**src/logic/bgpio_defines.vh**
```
// Register offsets, field masks and reset values of the banked pin block.
`ifndef BGPIO_DEFINES_VH
`define BGPIO_DEFINES_VH

// Global registers.
`define BGPIO_OFS_IDENT 8'h00
`define BGPIO_OFS_BANK_IRQ_ENABLE 8'h08
`define BGPIO_OFS_RISE_TRIGGER_SET 8'h24
`define BGPIO_OFS_RISE_TRIGGER_CLEAR 8'h28
`define BGPIO_OFS_FALL_TRIGGER_SET 8'h2C
`define BGPIO_OFS_FALL_TRIGGER_CLEAR 8'h30

// Base offset of each bank pair register group.
`define BGPIO_OFS_PAIR01 8'h10
`define BGPIO_OFS_PAIR23 8'h38
`define BGPIO_OFS_PAIR45 8'h60
`define BGPIO_OFS_PAIR6 8'h88

// Offsets within a bank pair group.
`define BGPIO_SUB_DIR 8'h00
`define BGPIO_SUB_OUT 8'h04
`define BGPIO_SUB_SET 8'h08
`define BGPIO_SUB_CLR 8'h0C
`define BGPIO_SUB_IN 8'h10

// Field layout.
`define BGPIO_BANK_SIZE 16
`define BGPIO_NUM_BANKS 7
`define BGPIO_NUM_PINS 104
`define BGPIO_NUM_RTC 3
`define BGPIO_RTC_FIRST 104
`define BGPIO_PAIR_W 32
`define BGPIO_PAIR_FULL_MASK 32'hFFFF_FFFF
`define BGPIO_PAIR6_MASK 32'h0000_00FF
`define BGPIO_PAIR6_IN_MASK 32'h0000_07FF
`define BGPIO_BANK_EN_MASK 32'h0000_007F
`define BGPIO_TRIG_MASK 32'h0007_7FFF
`define BGPIO_TRIG_BANK0_LSB 0
`define BGPIO_TRIG_RTC_LSB 16
`define BGPIO_NUM_EVT 15
`define BGPIO_BANK0_EN_BIT 0
`define BGPIO_BANK6_EN_BIT 6

// Reset values.
`define BGPIO_RST_OE 128'h0000_0000_0000_0000_0000_0000_0000_0000
`define BGPIO_RST_OUT 128'h0000_0000_0000_0000_0000_0000_0000_0000
`define BGPIO_RST_TRIG 19'h0_0000
`define BGPIO_RST_BANK_EN 7'h00
`define BGPIO_RST_RDATA 32'h0000_0000
`define BGPIO_RST_SETTLE 2'h0

// Clocks after reset before the edge history holds a real pin sample.
`define BGPIO_SETTLE_CNT 2'h3

`endif

```
**src/logic/bgpio_top.v**
```verilog
// Banked general-purpose pin block with edge-triggered interrupt and DMA event outputs.
`timescale 1ns/1ns
// Register map, byte offsets on an 8-bit address.
// Offset 0x00 holds the identity word, which is read only.
// Offset 0x08 holds the bank interrupt enable, one bit per bank in bits 6 to 0.
// Offset 0x24 is the rise trigger set, where a one selects a rising edge.
// Offset 0x28 is the rise trigger clear, where a one drops a rising edge.
// Offset 0x2C is the fall trigger set, where a one selects a falling edge.
// Offset 0x30 is the fall trigger clear, where a one drops a falling edge.
// All four trigger offsets read back the selection that they act on.
// Each bank pair group holds five registers from its base.
// Offset +0x00 is the direction, where a one makes the pin an input.
// Offset +0x04 holds the output levels and takes direct writes.
// Offset +0x08 sets output levels where a one is written and reads the levels.
// Offset +0x0C clears output levels where a one is written and reads the levels.
// Offset +0x10 shows the levels seen on the pins and is read only.
// Group bases are 0x10 for banks 0 and 1, 0x38 for banks 2 and 3, 0x60 for
// banks 4 and 5, and 0x88 for bank 6; the even bank sits in the low half.
// In the bank 6 group bits 7 to 0 are pins 96 to 103, and its input
// register adds the three RTC-side pins 104 to 106 in bits 10 to 8.
// Trigger bits 14 to 0 are pins 14 to 0, and bits 18 to 16 are pins 104 to 106.
// Bank enable bit 0 gates the bank zero interrupts and bit 6 the RTC-side
// ones; DMA events are never gated.
// There is no status register: interrupts and events are one-clock pulses.

`include "bgpio_defines.vh"

module bgpio_top #(
  parameter [31:0] IDENT_VALUE = 32'h0001_0000
) (
  input wire clk_sys,
  input wire rst,
  input wire [7:0] reg_addr,
  input wire [31:0] reg_wdata,
  input wire reg_wr,
  input wire reg_rd,
  output wire [31:0] reg_rdata,
  input wire [103:0] pin_in,
  output wire [103:0] pin_out,
  output wire [103:0] pin_oe,
  input wire [2:0] rtc_domain_io_pins,
  output wire [14:0] bank0_irq,
  output wire [2:0] rtc_irq,
  output wire [14:0] bank0_dma_evt
);

  // Bank pair group base offset for pair index 0 to 3.
  function [7:0] pair_base;
    input [1:0] p;
    begin
      case (p)
        2'd0: pair_base = `BGPIO_OFS_PAIR01;
        2'd1: pair_base = `BGPIO_OFS_PAIR23;
        2'd2: pair_base = `BGPIO_OFS_PAIR45;
        default: pair_base = `BGPIO_OFS_PAIR6;
      endcase
    end
  endfunction

  // Bits of a pair that hold real pins; the last pair holds bank six only.
  function [31:0] pair_mask;
    input [1:0] p;
    begin
      if (p == 2'd3) begin
        pair_mask = `BGPIO_PAIR6_MASK;
      end else begin
        pair_mask = `BGPIO_PAIR_FULL_MASK;
      end
    end
  endfunction

  // Bits of a pair that read back through the input register.
  function [31:0] pair_in_mask;
    input [1:0] p;
    begin
      if (p == 2'd3) begin
        pair_in_mask = `BGPIO_PAIR6_IN_MASK;
      end else begin
        pair_in_mask = `BGPIO_PAIR_FULL_MASK;
      end
    end
  endfunction

  // True when an address falls on one register of a bank pair group.
  function pair_hit;
    input [7:0] a;
    input [1:0] grp;
    input [7:0] sub;
    reg [7:0] ofs;
    begin
      ofs = pair_base(grp) + sub;
      pair_hit = (a == ofs);
    end
  endfunction

  // Two-stage synchroniser plus one history stage for edge detection.
  reg [106:0] sync1_q;
  reg [106:0] sync2_q;
  reg [106:0] hist_q;

  // Output enables and output levels, padded to four full pairs.
  reg [127:0] oe_q;
  reg [127:0] out_q;

  // Edge trigger selection: bits 0 to 14 for bank zero, 16 to 18 for RTC pins.
  reg [18:0] rise_trig_q;
  reg [18:0] fall_trig_q;
  reg [6:0] bank_en_q;

  reg [31:0] rdata_q;
  reg [31:0] rdata_d;
  reg [14:0] irq_q;
  reg [2:0] rtc_irq_q;
  reg [14:0] dma_q;

  wire [127:0] lvl_pad;
  wire [106:0] rise_now;
  wire [106:0] fall_now;
  wire [18:0] edge_rise;
  wire [18:0] edge_fall;
  wire [18:0] evt;
  wire [31:0] trig_wdata;

  // Loop indices, one per process so that no variable has two drivers.
  integer dp;
  integer wp;
  integer rp;

  // Cycles since reset; edges count only once the history stage holds a pin sample.
  reg [1:0] settle_q;
  reg [1:0] settle_d;

  // Decoded register hits, one bit per bank pair.
  reg [3:0] dir_hit;
  reg [3:0] out_hit;
  reg [3:0] set_hit;
  reg [3:0] clr_hit;
  reg [3:0] in_hit;
  wire settled;

  // Inputs cross into the clock domain before any logic sees them.
  always @(posedge clk_sys or posedge rst) begin
    if (rst) begin
      sync1_q <= 107'h0;
      sync2_q <= 107'h0;
      hist_q <= 107'h0;
    end else begin
      sync1_q <= {rtc_domain_io_pins, pin_in};
      sync2_q <= sync1_q;
      hist_q <= sync2_q;
    end
  end

  // Right after reset the history stage still holds its reset zero, so a pin
  // that idles high would look like a rising edge; events wait until it settles.
  always @* begin
    settle_d = settle_q;
    if (settle_q != `BGPIO_SETTLE_CNT) begin
      settle_d = settle_q + 2'h1;
    end
  end

  always @(posedge clk_sys or posedge rst) begin
    if (rst) begin
      settle_q <= `BGPIO_RST_SETTLE;
    end else begin
      settle_q <= settle_d;
    end
  end

  assign settled = (settle_q == `BGPIO_SETTLE_CNT);

  // Address decode of the bank pair registers, shared by writes and reads.
  always @* begin
    dir_hit = 4'h0;
    out_hit = 4'h0;
    set_hit = 4'h0;
    clr_hit = 4'h0;
    in_hit = 4'h0;
    for (dp = 0; dp < 4; dp = dp + 1) begin
      dir_hit[dp] = pair_hit(reg_addr, dp[1:0], `BGPIO_SUB_DIR);
      out_hit[dp] = pair_hit(reg_addr, dp[1:0], `BGPIO_SUB_OUT);
      set_hit[dp] = pair_hit(reg_addr, dp[1:0], `BGPIO_SUB_SET);
      clr_hit[dp] = pair_hit(reg_addr, dp[1:0], `BGPIO_SUB_CLR);
      in_hit[dp] = pair_hit(reg_addr, dp[1:0], `BGPIO_SUB_IN);
    end
  end

  assign lvl_pad = {21'h0, sync2_q};

  // Single-cycle edge strobes from the synchronised level and its history.
  assign rise_now = sync2_q & ~hist_q;
  assign fall_now = ~sync2_q & hist_q;

  assign edge_rise = {rise_now[106:104], 1'b0, rise_now[14:0]};
  assign edge_fall = {fall_now[106:104], 1'b0, fall_now[14:0]};

  // A pin fires on whichever of its edge kinds are selected, once settled.
  assign evt = ((edge_rise & rise_trig_q) | (edge_fall & fall_trig_q)) &
    {19{settled}};

  assign trig_wdata = reg_wdata & `BGPIO_TRIG_MASK;

  // Trigger selection and bank interrupt enable registers.
  always @(posedge clk_sys or posedge rst) begin
    if (rst) begin
      rise_trig_q <= `BGPIO_RST_TRIG;
      fall_trig_q <= `BGPIO_RST_TRIG;
      bank_en_q <= `BGPIO_RST_BANK_EN;
    end else if (reg_wr) begin
      case (reg_addr)
        `BGPIO_OFS_BANK_IRQ_ENABLE: begin
          bank_en_q <= reg_wdata[6:0];
        end
        `BGPIO_OFS_RISE_TRIGGER_SET: begin
          rise_trig_q <= rise_trig_q | trig_wdata[18:0];
        end
        `BGPIO_OFS_RISE_TRIGGER_CLEAR: begin
          rise_trig_q <= rise_trig_q & ~trig_wdata[18:0];
        end
        `BGPIO_OFS_FALL_TRIGGER_SET: begin
          fall_trig_q <= fall_trig_q | trig_wdata[18:0];
        end
        `BGPIO_OFS_FALL_TRIGGER_CLEAR: begin
          fall_trig_q <= fall_trig_q & ~trig_wdata[18:0];
        end
        default: begin
          bank_en_q <= bank_en_q;
        end
      endcase
    end
  end

  // Direction and output data registers of every bank pair.
  always @(posedge clk_sys or posedge rst) begin
    if (rst) begin
      oe_q <= `BGPIO_RST_OE;
      out_q <= `BGPIO_RST_OUT;
    end else if (reg_wr) begin
      for (wp = 0; wp < 4; wp = wp + 1) begin
        if (dir_hit[wp]) begin
          // A one in the direction register makes the pin an input.
          oe_q[wp*32 +: 32] <= ~reg_wdata & pair_mask(wp[1:0]);
        end else if (out_hit[wp]) begin
          out_q[wp*32 +: 32] <= reg_wdata & pair_mask(wp[1:0]);
        end else if (set_hit[wp]) begin
          out_q[wp*32 +: 32] <= out_q[wp*32 +: 32] |
            (reg_wdata & pair_mask(wp[1:0]));
        end else if (clr_hit[wp]) begin
          out_q[wp*32 +: 32] <= out_q[wp*32 +: 32] &
            ~(reg_wdata & pair_mask(wp[1:0]));
        end
      end
    end
  end

  // Read data mux; unmapped offsets return zero.
  always @* begin
    rdata_d = `BGPIO_RST_RDATA;
    case (reg_addr)
      `BGPIO_OFS_IDENT: begin
        rdata_d = IDENT_VALUE;
      end
      `BGPIO_OFS_BANK_IRQ_ENABLE: begin
        rdata_d = {25'd0, bank_en_q};
      end
      `BGPIO_OFS_RISE_TRIGGER_SET, `BGPIO_OFS_RISE_TRIGGER_CLEAR: begin
        rdata_d = {13'd0, rise_trig_q};
      end
      `BGPIO_OFS_FALL_TRIGGER_SET, `BGPIO_OFS_FALL_TRIGGER_CLEAR: begin
        rdata_d = {13'd0, fall_trig_q};
      end
      default: begin
        rdata_d = `BGPIO_RST_RDATA;
      end
    endcase
    for (rp = 0; rp < 4; rp = rp + 1) begin
      if (dir_hit[rp]) begin
        rdata_d = ~oe_q[rp*32 +: 32] & pair_mask(rp[1:0]);
      end else if (out_hit[rp] || set_hit[rp] || clr_hit[rp]) begin
        rdata_d = out_q[rp*32 +: 32];
      end else if (in_hit[rp]) begin
        // Real pin levels, so driven pins read back what the wire carries.
        rdata_d = lvl_pad[rp*32 +: 32] & pair_in_mask(rp[1:0]);
      end
    end
  end

  // Read data stands only in the cycle after the read strobe.
  always @(posedge clk_sys or posedge rst) begin
    if (rst) begin
      rdata_q <= `BGPIO_RST_RDATA;
    end else if (reg_rd) begin
      rdata_q <= rdata_d;
    end else begin
      rdata_q <= `BGPIO_RST_RDATA;
    end
  end

  // Interrupt and DMA event pulses, one clock wide per qualifying edge.
  always @(posedge clk_sys or posedge rst) begin
    if (rst) begin
      irq_q <= 15'd0;
      rtc_irq_q <= 3'd0;
      dma_q <= 15'd0;
    end else begin
      irq_q <= evt[14:0] & {15{bank_en_q[`BGPIO_BANK0_EN_BIT]}};
      rtc_irq_q <= evt[18:16] & {3{bank_en_q[`BGPIO_BANK6_EN_BIT]}};
      dma_q <= evt[14:0];
    end
  end

  assign reg_rdata = rdata_q;
  // The RTC pins have no output path here; only pins 0 to 103 drive.
  assign pin_out = out_q[103:0];
  assign pin_oe = oe_q[103:0];
  assign bank0_irq = irq_q;
  assign rtc_irq = rtc_irq_q;
  assign bank0_dma_evt = dma_q;

endmodule

```
**config.mk**
```make
export PLATFORM = sky130hd
export DESIGN_NAME = bgpio_top
export DESIGN_NICKNAME = d
export VERILOG_FILES = /design/src/logic/bgpio_top.v
export VERILOG_INCLUDE_DIRS = /design/src /design/src/logic
export SDC_FILE = /design/constraint.sdc
export NUM_CORES = 1
export LEC_CHECK = 0
export BUFFER_PORTS_ARGS = -buffer_cell sky130_fd_sc_hd__buf_4
export CORE_ASPECT_RATIO = 1.75
export CORE_MARGIN = 4
export CORE_UTILIZATION = 30
export DETAILED_ROUTE_END_ITERATION = 8
export SKIP_LAST_GASP = 1
export SLEW_MARGIN = 20
export SYNTH_ARGS = -nofsm -noshare
export SYNTH_HDL_FRONTEND = slang
export SYNTH_SLANG_ARGS = --single-unit
```
**constraint.sdc**
```tcl
create_clock -name clk_sys -period 41.3 [get_ports clk_sys]
set_clock_uncertainty 0.2 [all_clocks]
set_input_delay 2.065 -clock clk_sys [delete_from_list [all_inputs] [get_ports clk_sys]]
set_output_delay 2.065 -clock clk_sys [all_outputs]
set_load 0.05 [all_outputs]
```
==> results of run 1 <==
[power by group]
part | total [mW] | internal [mW] | switching, mW
combinational | 0.136 | 0.0397 | 0.0959
clock | 0.530 | 0.306 | 0.224
sequential | 0.586 | 0.565 | 0.0214
[worst max-delay path by stage]
stage	startpoint	cells after the start	slack, ns	end
global placement	reg_addr[3]	7	35.59	reg_rdata[0]$_DFF_PP0_
CTS	reg_addr[3]	8	36.28	out_q[19]$_DFFE_PP0P_
floorplan	rst	1	23.66	bank0_dma_evt[0]$_DFF_PP0_
global route	reg_addr[3]	8	36.08	out_q[5]$_DFFE_PP0P_
detailed placement	reg_addr[3]	8	35.60	out_q[5]$_DFFE_PP0P_
finish	reg_addr[2]	8	36.14	out_q[2]$_DFFE_PP0P_
[Yosys cell counts, drive strengths merged (13+ instances only)]
cell / instances
buf: 59
a21oi: 234
a22o: 102
and3: 27
dfrtp: 550
and2: 21
a31oi: 57
nand2: 160
inv: 20
nand3b: 15
a41oi: 13
o21ai: 251
o211ai: 16
nor2: 122
nand2b: 24
a21boi: 15
o22ai: 33
nor3: 18
clkbuf: 128
[cells by family (layout without fill, tap and decap cells)]
| family | after synthesis | after routing | synth area share |
|---|---|---|---|
| compound gates | 813 | 813 | 0.2307 |
| simple gates | 434 | 434 | 0.09601 |
| xor+xnor | 3 | 3 | 0.001199 |
| buf+inv | 207 | 578 | 0.03813 |
| other cells | 0 | 3 | 0 |
| mux | 11 | 11 | 0.005480 |
| flops | 550 | 550 | 0.6279 |
| fa+ha+maj | 1 | 1 | 0.0005707 |
[layout make-up]
| type | count | area share |
|---|---|---|
| Antenna cell | 3 | 0.0002697 |
| Clock buffer | 65 | 0.05179 |
| Clock inverter | 32 | 0.01578 |
| Inverter | 20 | 0.002967 |
| Multi-Input combinational cell | 1262 | 0.2677 |
| Sequential cell | 550 | 0.4945 |
| Tap cell | 924 | 0.04154 |
| Timing Repair Buffer | 461 | 0.1255 |
[layer usage]
| metal | wire, um | part of all wire | up-vias |
|---|---|---|---|
| li1 | - | - | 7942 |
| met1 | 33020 | 0.35 | 9158 |
| met2 | 46520 | 0.50 | 1083 |
| met3 | 8175 | 0.088 | 257 |
| met4 | 5313 | 0.057 | 0 |
| met5 | 0 | 0 | - |
[sequential cells by signal, summed over array words and instances, names as in the netlist]
name / count
bank0_dma_evt: 15
bank0_irq: 15
bank_en_q: 7
fall_trig_q: 18
hist_q: 18
oe_q: 104
out_q: 104
reg_rdata: 32
rise_trig_q: 18
rtc_irq: 3
settle_q: 2
sync1_q: 107
sync2_q: 107
==> impl_results.md, run 1 <==
* Cells after Synth at 2019
* Final wirelength at 93.03 mm
* Final antenna-violating net count at 0
* Die area at 77620 um2
* Ranking of synthesized cells by area: dfrtp_1, a21oi_1, o21ai_0, a22o_1, nand2_1
* Post-route setup TNS at 0 ns
* Layout Cells excl Fill at 3317
* Crit path cell chain: buf_4, buf_4, or2_2, nand2_1, nor2_4, buf_4, and3_2, a22o_1
* Maximum fanout along the worst path at 36
* Area of the core at 72060 um2
* Placer Congestion at 0.9368
* Finished Cell Area at 27830 um2
* Sinks on Clock Net at 550
* Period utilization at 0.1250
* CTS tree: built
* CP dominant cell by count: buf_4
* Setup Buffers After CTS at 0
* Gr busiest metal: met2
* Tot Pwr at 1.252 mW
* Fmax at 193.8 MHz
* Hpwl dp at 67.15 mm
* Hold WS at 0.1244 ns
* Fin nets at 2500
* Crit path capture type: flop
* Final core occ at 0.3863
* Syn_nets at 2171
* Final hold vios at 0
* CTS buffer count at 53
* Seq. cell area at 13760 um2
* Post-synth top area cell: dfrtp_1
* Min Clock Period, post-route at 5.161 ns
* Post-synth EDFFs at 0
* FFs w/ async S/R, synth at 1.000
* Die W at 212.3 um
* Outcome: finished, final reports clean
* Critical-path top delay cell: and3_2
* Post-Synthesis Mean Instance Area at 10.86 um2
* Root Buffer: clkbuf_16
* Met2 Usage GRT at 0.4029
* Worst setup SP type: primary input
* Register-to-register setup slack at 39.16 ns
* # IOs at 424
* Synth-to-Final Area Change at 26.98%
* Mapped Area at 21920 um2
* Clk_lat worst skew at 0.64 ns
* CP Buf/Inv Count at 3
* R2r startpoint: sync2_q[48]$_DFF_PP0_
* Synth top area share at 0.6279
* CP peak stage delay at 0.91 ns
* Post-place setup slack at 35.60 ns
* H-Tree Level Count at 2
* Worst setup margin at 36.14 ns
* Top Family by Delay on Critical Path: simple AND/OR/NAND/NOR gates
* Least-Margin Pin Slew at 1.134 ns
* GR Overflow Total at 0
* Worst hold path type: reg -> reg
* Hold EP: sync2_q[44]$_DFF_PP0_
* Drt pass-1 iters at 6
* Slew Limit Headroom at 0.2429
* Wire per inst at 28.05 um
* Worst EP required at 41.66 ns
* Total placed cells including tap cells at 3216
* RSZ-0062 raised after global routing: no
* Layout cells sized above 1 at 0.2510
* CTS-repair resized insts at 0
* Netlist cell types at 71
* Largest net degree at the start of global routing at 142
* Number of cells on the worst hold path at 0
* Most frequent cells in the layout: dfrtp_1, buf_4, a21oi_1, o21ai_0, nand2_1
* Number of global-route vias before repair at 18.48k
* Initial core utilization at 0.3042
* Met1 usage at 0.2705
* Vias per std cell at 5.559
* Clk slew on worst S/H paths at 0.07 ns
* Initial antenna violation count at 5
* Leakage power at 12.63 nW
* Total GRT Usage at 0.2332
* Synth warnings at 0
* Clk buf depth at 3
* Yosys reg bits at 550
* Worst Hold Launch: sync1_q[44]$_DFF_PP0_
* Final setup fails at 0
* Worst reg2reg path endpoint: reg_rdata[16]$_DFF_PP0_
* Maximum vdd drop at 38.32 uV
* First-pass GRT wire length at 131.8 mm
* DR iter-0 viols at 1644
* Prevailing post-synth register cell: dfrtp_1
* Fin. max-slew vios at 0
* Power per cell area at 44.97 nW/um2
* CP Class: in -> reg
* Std-Cell Rows at 130
* Multi-input gate area at 7451 um2
* Commonest non-fill, non-tap cell in the layout: dfrtp_1
* Register area share after synthesis at 0.6279
* Via count at 18.44k
* Port Buffers at 423
* Arrival @ worst endpoint at 5.52 ns
* Grt met3 use at 0.05808
* # fillers at 7035
* DRC viols at 0
* Worst R2R Path Depth at 6
* CTS Hold Buffers Added at 0
* Dpl cell area at 25890 um2
* Max cap viols at 0
* Die height at 365.6 um
(Power assumes the default switching activity.)
==> run 2: changes to the inputs <==
Clock period 41.3 ns to 5.3 ns, I/O delays scaled along.
==> run 2 against run 1 <==
Critical path type unchanged. Sequential cell count did not move. Clock-buffer cell count rose by 3. Critical path depth fell by 2. Wire length rose by 2.5%. Hold slack got worse by 0.061 ns. Global-route usage rose by 0.65 points. Via count rose by 1.8%. Utilization rose by 2.0 points.
==> impl_results.md, run 2 (same netlist as run 1, synthesis figures left out) <==
* Via count at 18.77k (+1.8%)
* Drt pass-1 iters at 5 (-1)
* Critical-path top delay cell: nor2_4
* CP Class: in -> reg
* Placer Congestion at 0.9324 (-0.47%)
* Final hold vios at 0 (unchanged)
* Die area at 77620 um2 (unchanged)
* Fin. max-slew vios at 0 (unchanged)
* Clk slew on worst S/H paths at 0.07 ns (about the same)
* Sinks on Clock Net at 550 (unchanged)
* Power per cell area at 335.1 nW/um2 (+650%)
* Most frequent cells in the layout: dfrtp_1, buf_4, a21oi_1, o21ai_0, nand2_1
* Clk_lat worst skew at 0.65 ns (about the same)
* Synth-to-Final Area Change at 33.61%
* Area of the core at 72060 um2 (unchanged)
* Die height at 365.6 um (unchanged)
* Period utilization at 0.6129
* Post-route setup TNS at 0 ns (unchanged)
* Top flop regs: sync1_q (107), sync2_q (107)
* Worst hold path type: in -> reg
* Hpwl dp at 68.07 mm (+1.4%)
* Port Buffers at 423 (unchanged)
* Hold WS at 0.06308 ns (-0.06134 ns)
* Die W at 212.3 um (unchanged)
* Final wirelength at 95.33 mm (+2.5%)
* Gr busiest metal: met2
* Initial antenna violation count at 3 (-2)
* Largest net degree at the start of global routing at 150 (+5.6%)
* Tot Pwr at 9.814 mW (+680%)
* Top Family by Delay on Critical Path: simple AND/OR/NAND/NOR gates
* Maximum fanout along the worst path at 32 (-11%)
* RSZ-0062 raised after global routing: no
* Min Clock Period, post-route at 3.249 ns
* Least-Margin Pin Slew at 1.121 ns (-0.01325 ns)
* Total GRT Usage at 0.2397 (+0.006464)
* Crit path cell chain: buf_4, nor4_1, nand2_1, nor2_4, o21ai_0, a22o_1
* Crit path capture type: flop
* GR Overflow Total at 0 (unchanged)
* Grt met3 use at 0.05860 (+0.0005140)
* Maximum vdd drop at 245.9 uV (+540%)
* Final antenna-violating net count at 0 (unchanged)
* Layout cells sized above 1 at 0.2385 (-0.01258)
* Worst setup margin at 2.051 ns (-34.09 ns)
* CP peak stage delay at 1.00 ns (+0.09 ns)
* Layout Cells excl Fill at 3462 (+4.4%)
* Initial core utilization at 0.3042 (unchanged)
* Setup Buffers After CTS at 0 (unchanged)
* Vias per std cell at 5.421 (-2.5%)
* Commonest non-fill, non-tap cell in the layout: dfrtp_1
* Outcome: finished, final reports clean
* Arrival @ worst endpoint at 3.55 ns (-1.97 ns)
* Max cap viols at 0 (unchanged)
* Met2 Usage GRT at 0.4022 (-0.0006901)
* Clk buf depth at 3 (unchanged)
* Number of global-route vias before repair at 18.94k (+2.5%)
* Worst setup SP type: primary input
* # IOs at 424 (unchanged)
* Met1 usage at 0.2767 (+0.006274)
* DRC viols at 0 (unchanged)
* Fin nets at 2647 (+5.9%)
* First-pass GRT wire length at 135.6 mm (+2.9%)
* Slew Limit Headroom at 0.2508 (+0.007894)
* CTS tree: built
* Leakage power at 13.24 nW (+4.9%)
* Register-to-register setup slack at 3.29 ns (-35.87 ns)
* CTS-repair resized insts at 0 (unchanged)
* DR iter-0 viols at 1801 (+9.5%)
* Worst EP required at 5.61 ns (-36.05 ns)
* Final setup fails at 0 (unchanged)
* CP Buf/Inv Count at 1 (-2)
* Fmax at 307.8 MHz
* Root Buffer: clkbuf_16
* Post-place setup slack at 1.471 ns (-34.13 ns)
* Std-Cell Rows at 130 (unchanged)
* CTS buffer count at 54 (+1.9%)
* H-Tree Level Count at 2 (unchanged)
* Wire per inst at 27.54 um (-1.8%)
* Total placed cells including tap cells at 3221 (+0.16%)
run 2: where the power goes:
group	switching, mW	total, mW	leakage [nW]	internal (mW)
Sequential	0.173	4.57	7.08	4.40
Clock	1.76	4.09	0.911	2.33
Combinational	0.769	1.15	5.25	0.381
run 2: area by class of cell:
| type | instances | area [um2] |
|---|---|---|
| multi-input cells | 1262 | 7445 |
| clock inverters | 30 | 351.6 |
| clock buffers | 68 | 1516 |
| fillers | 6905 | 42770 |
| diodes | 1 | 2.502 |
| flip-flops and latches | 550 | 13760 |
| inverters | 20 | 78.83 |
| well taps | 924 | 1156 |
| repair buffers | 607 | 4975 |
run 2: layer usage:
| layer | vias up | share of wire |
|---|---|---|
| li1 | 8237 | - |
| met5 | - | 0 |
| met3 | 263 | 0.079 |
| met4 | 0 | 0.072 |
| met1 | 9324 | 0.36 |
| met2 | 944 | 0.49 |
run 2: worst paths after layout:
check                                         from                    end  cells past startpoint
min in group asynchronous                      rst  out_q[49]$_DFFE_PP0P_                      3
hold / removal                          pin_in[67]  sync1_q[67]$_DFF_PP0_                      2
setup reg to reg           settle_q[0]$_DFFE_PP0P_   rtc_irq[1]$_DFF_PP0_                      3
hold reg to reg              sync1_q[87]$_DFF_PP0_  sync2_q[87]$_DFF_PP0_                      0
setup / recovery                       reg_addr[7]  out_q[17]$_DFFE_PP0P_                      6
max in group asynchronous                      rst  sync1_q[33]$_DFF_PP0_                      5
run 2: worst reg2reg max path, delay by kind of cell (launching register included):
| family | cells | cell delay [ns] |
|---|---|---|
| DFF | 1 | 0.37 |
| and+or+nand+nor | 1 | 0.36 |
| AOI/OAI and AO/OA | 1 | 0.23 |
| adders and majority gates | 1 | 0.78 |
run 2: metrics by stage:
| step | utilization | cell area, um2 |
|---|---|---|
| after floorplan | - | 21920 |
| after global placement | 0.3607 | 25990 |
| after detailed placement | 0.3608 | 26000 |
| after CTS | 0.4064 | 29290 |
| after global routing | 0.4065 | 29290 |
| final | 0.4065 | 29290 |
run 2: repair_timing:
action,4_1_cts,5_1_grt
endpoints found under the hold margin,393,0
hold buffers,142,0
setup endpoints to repair,0,0
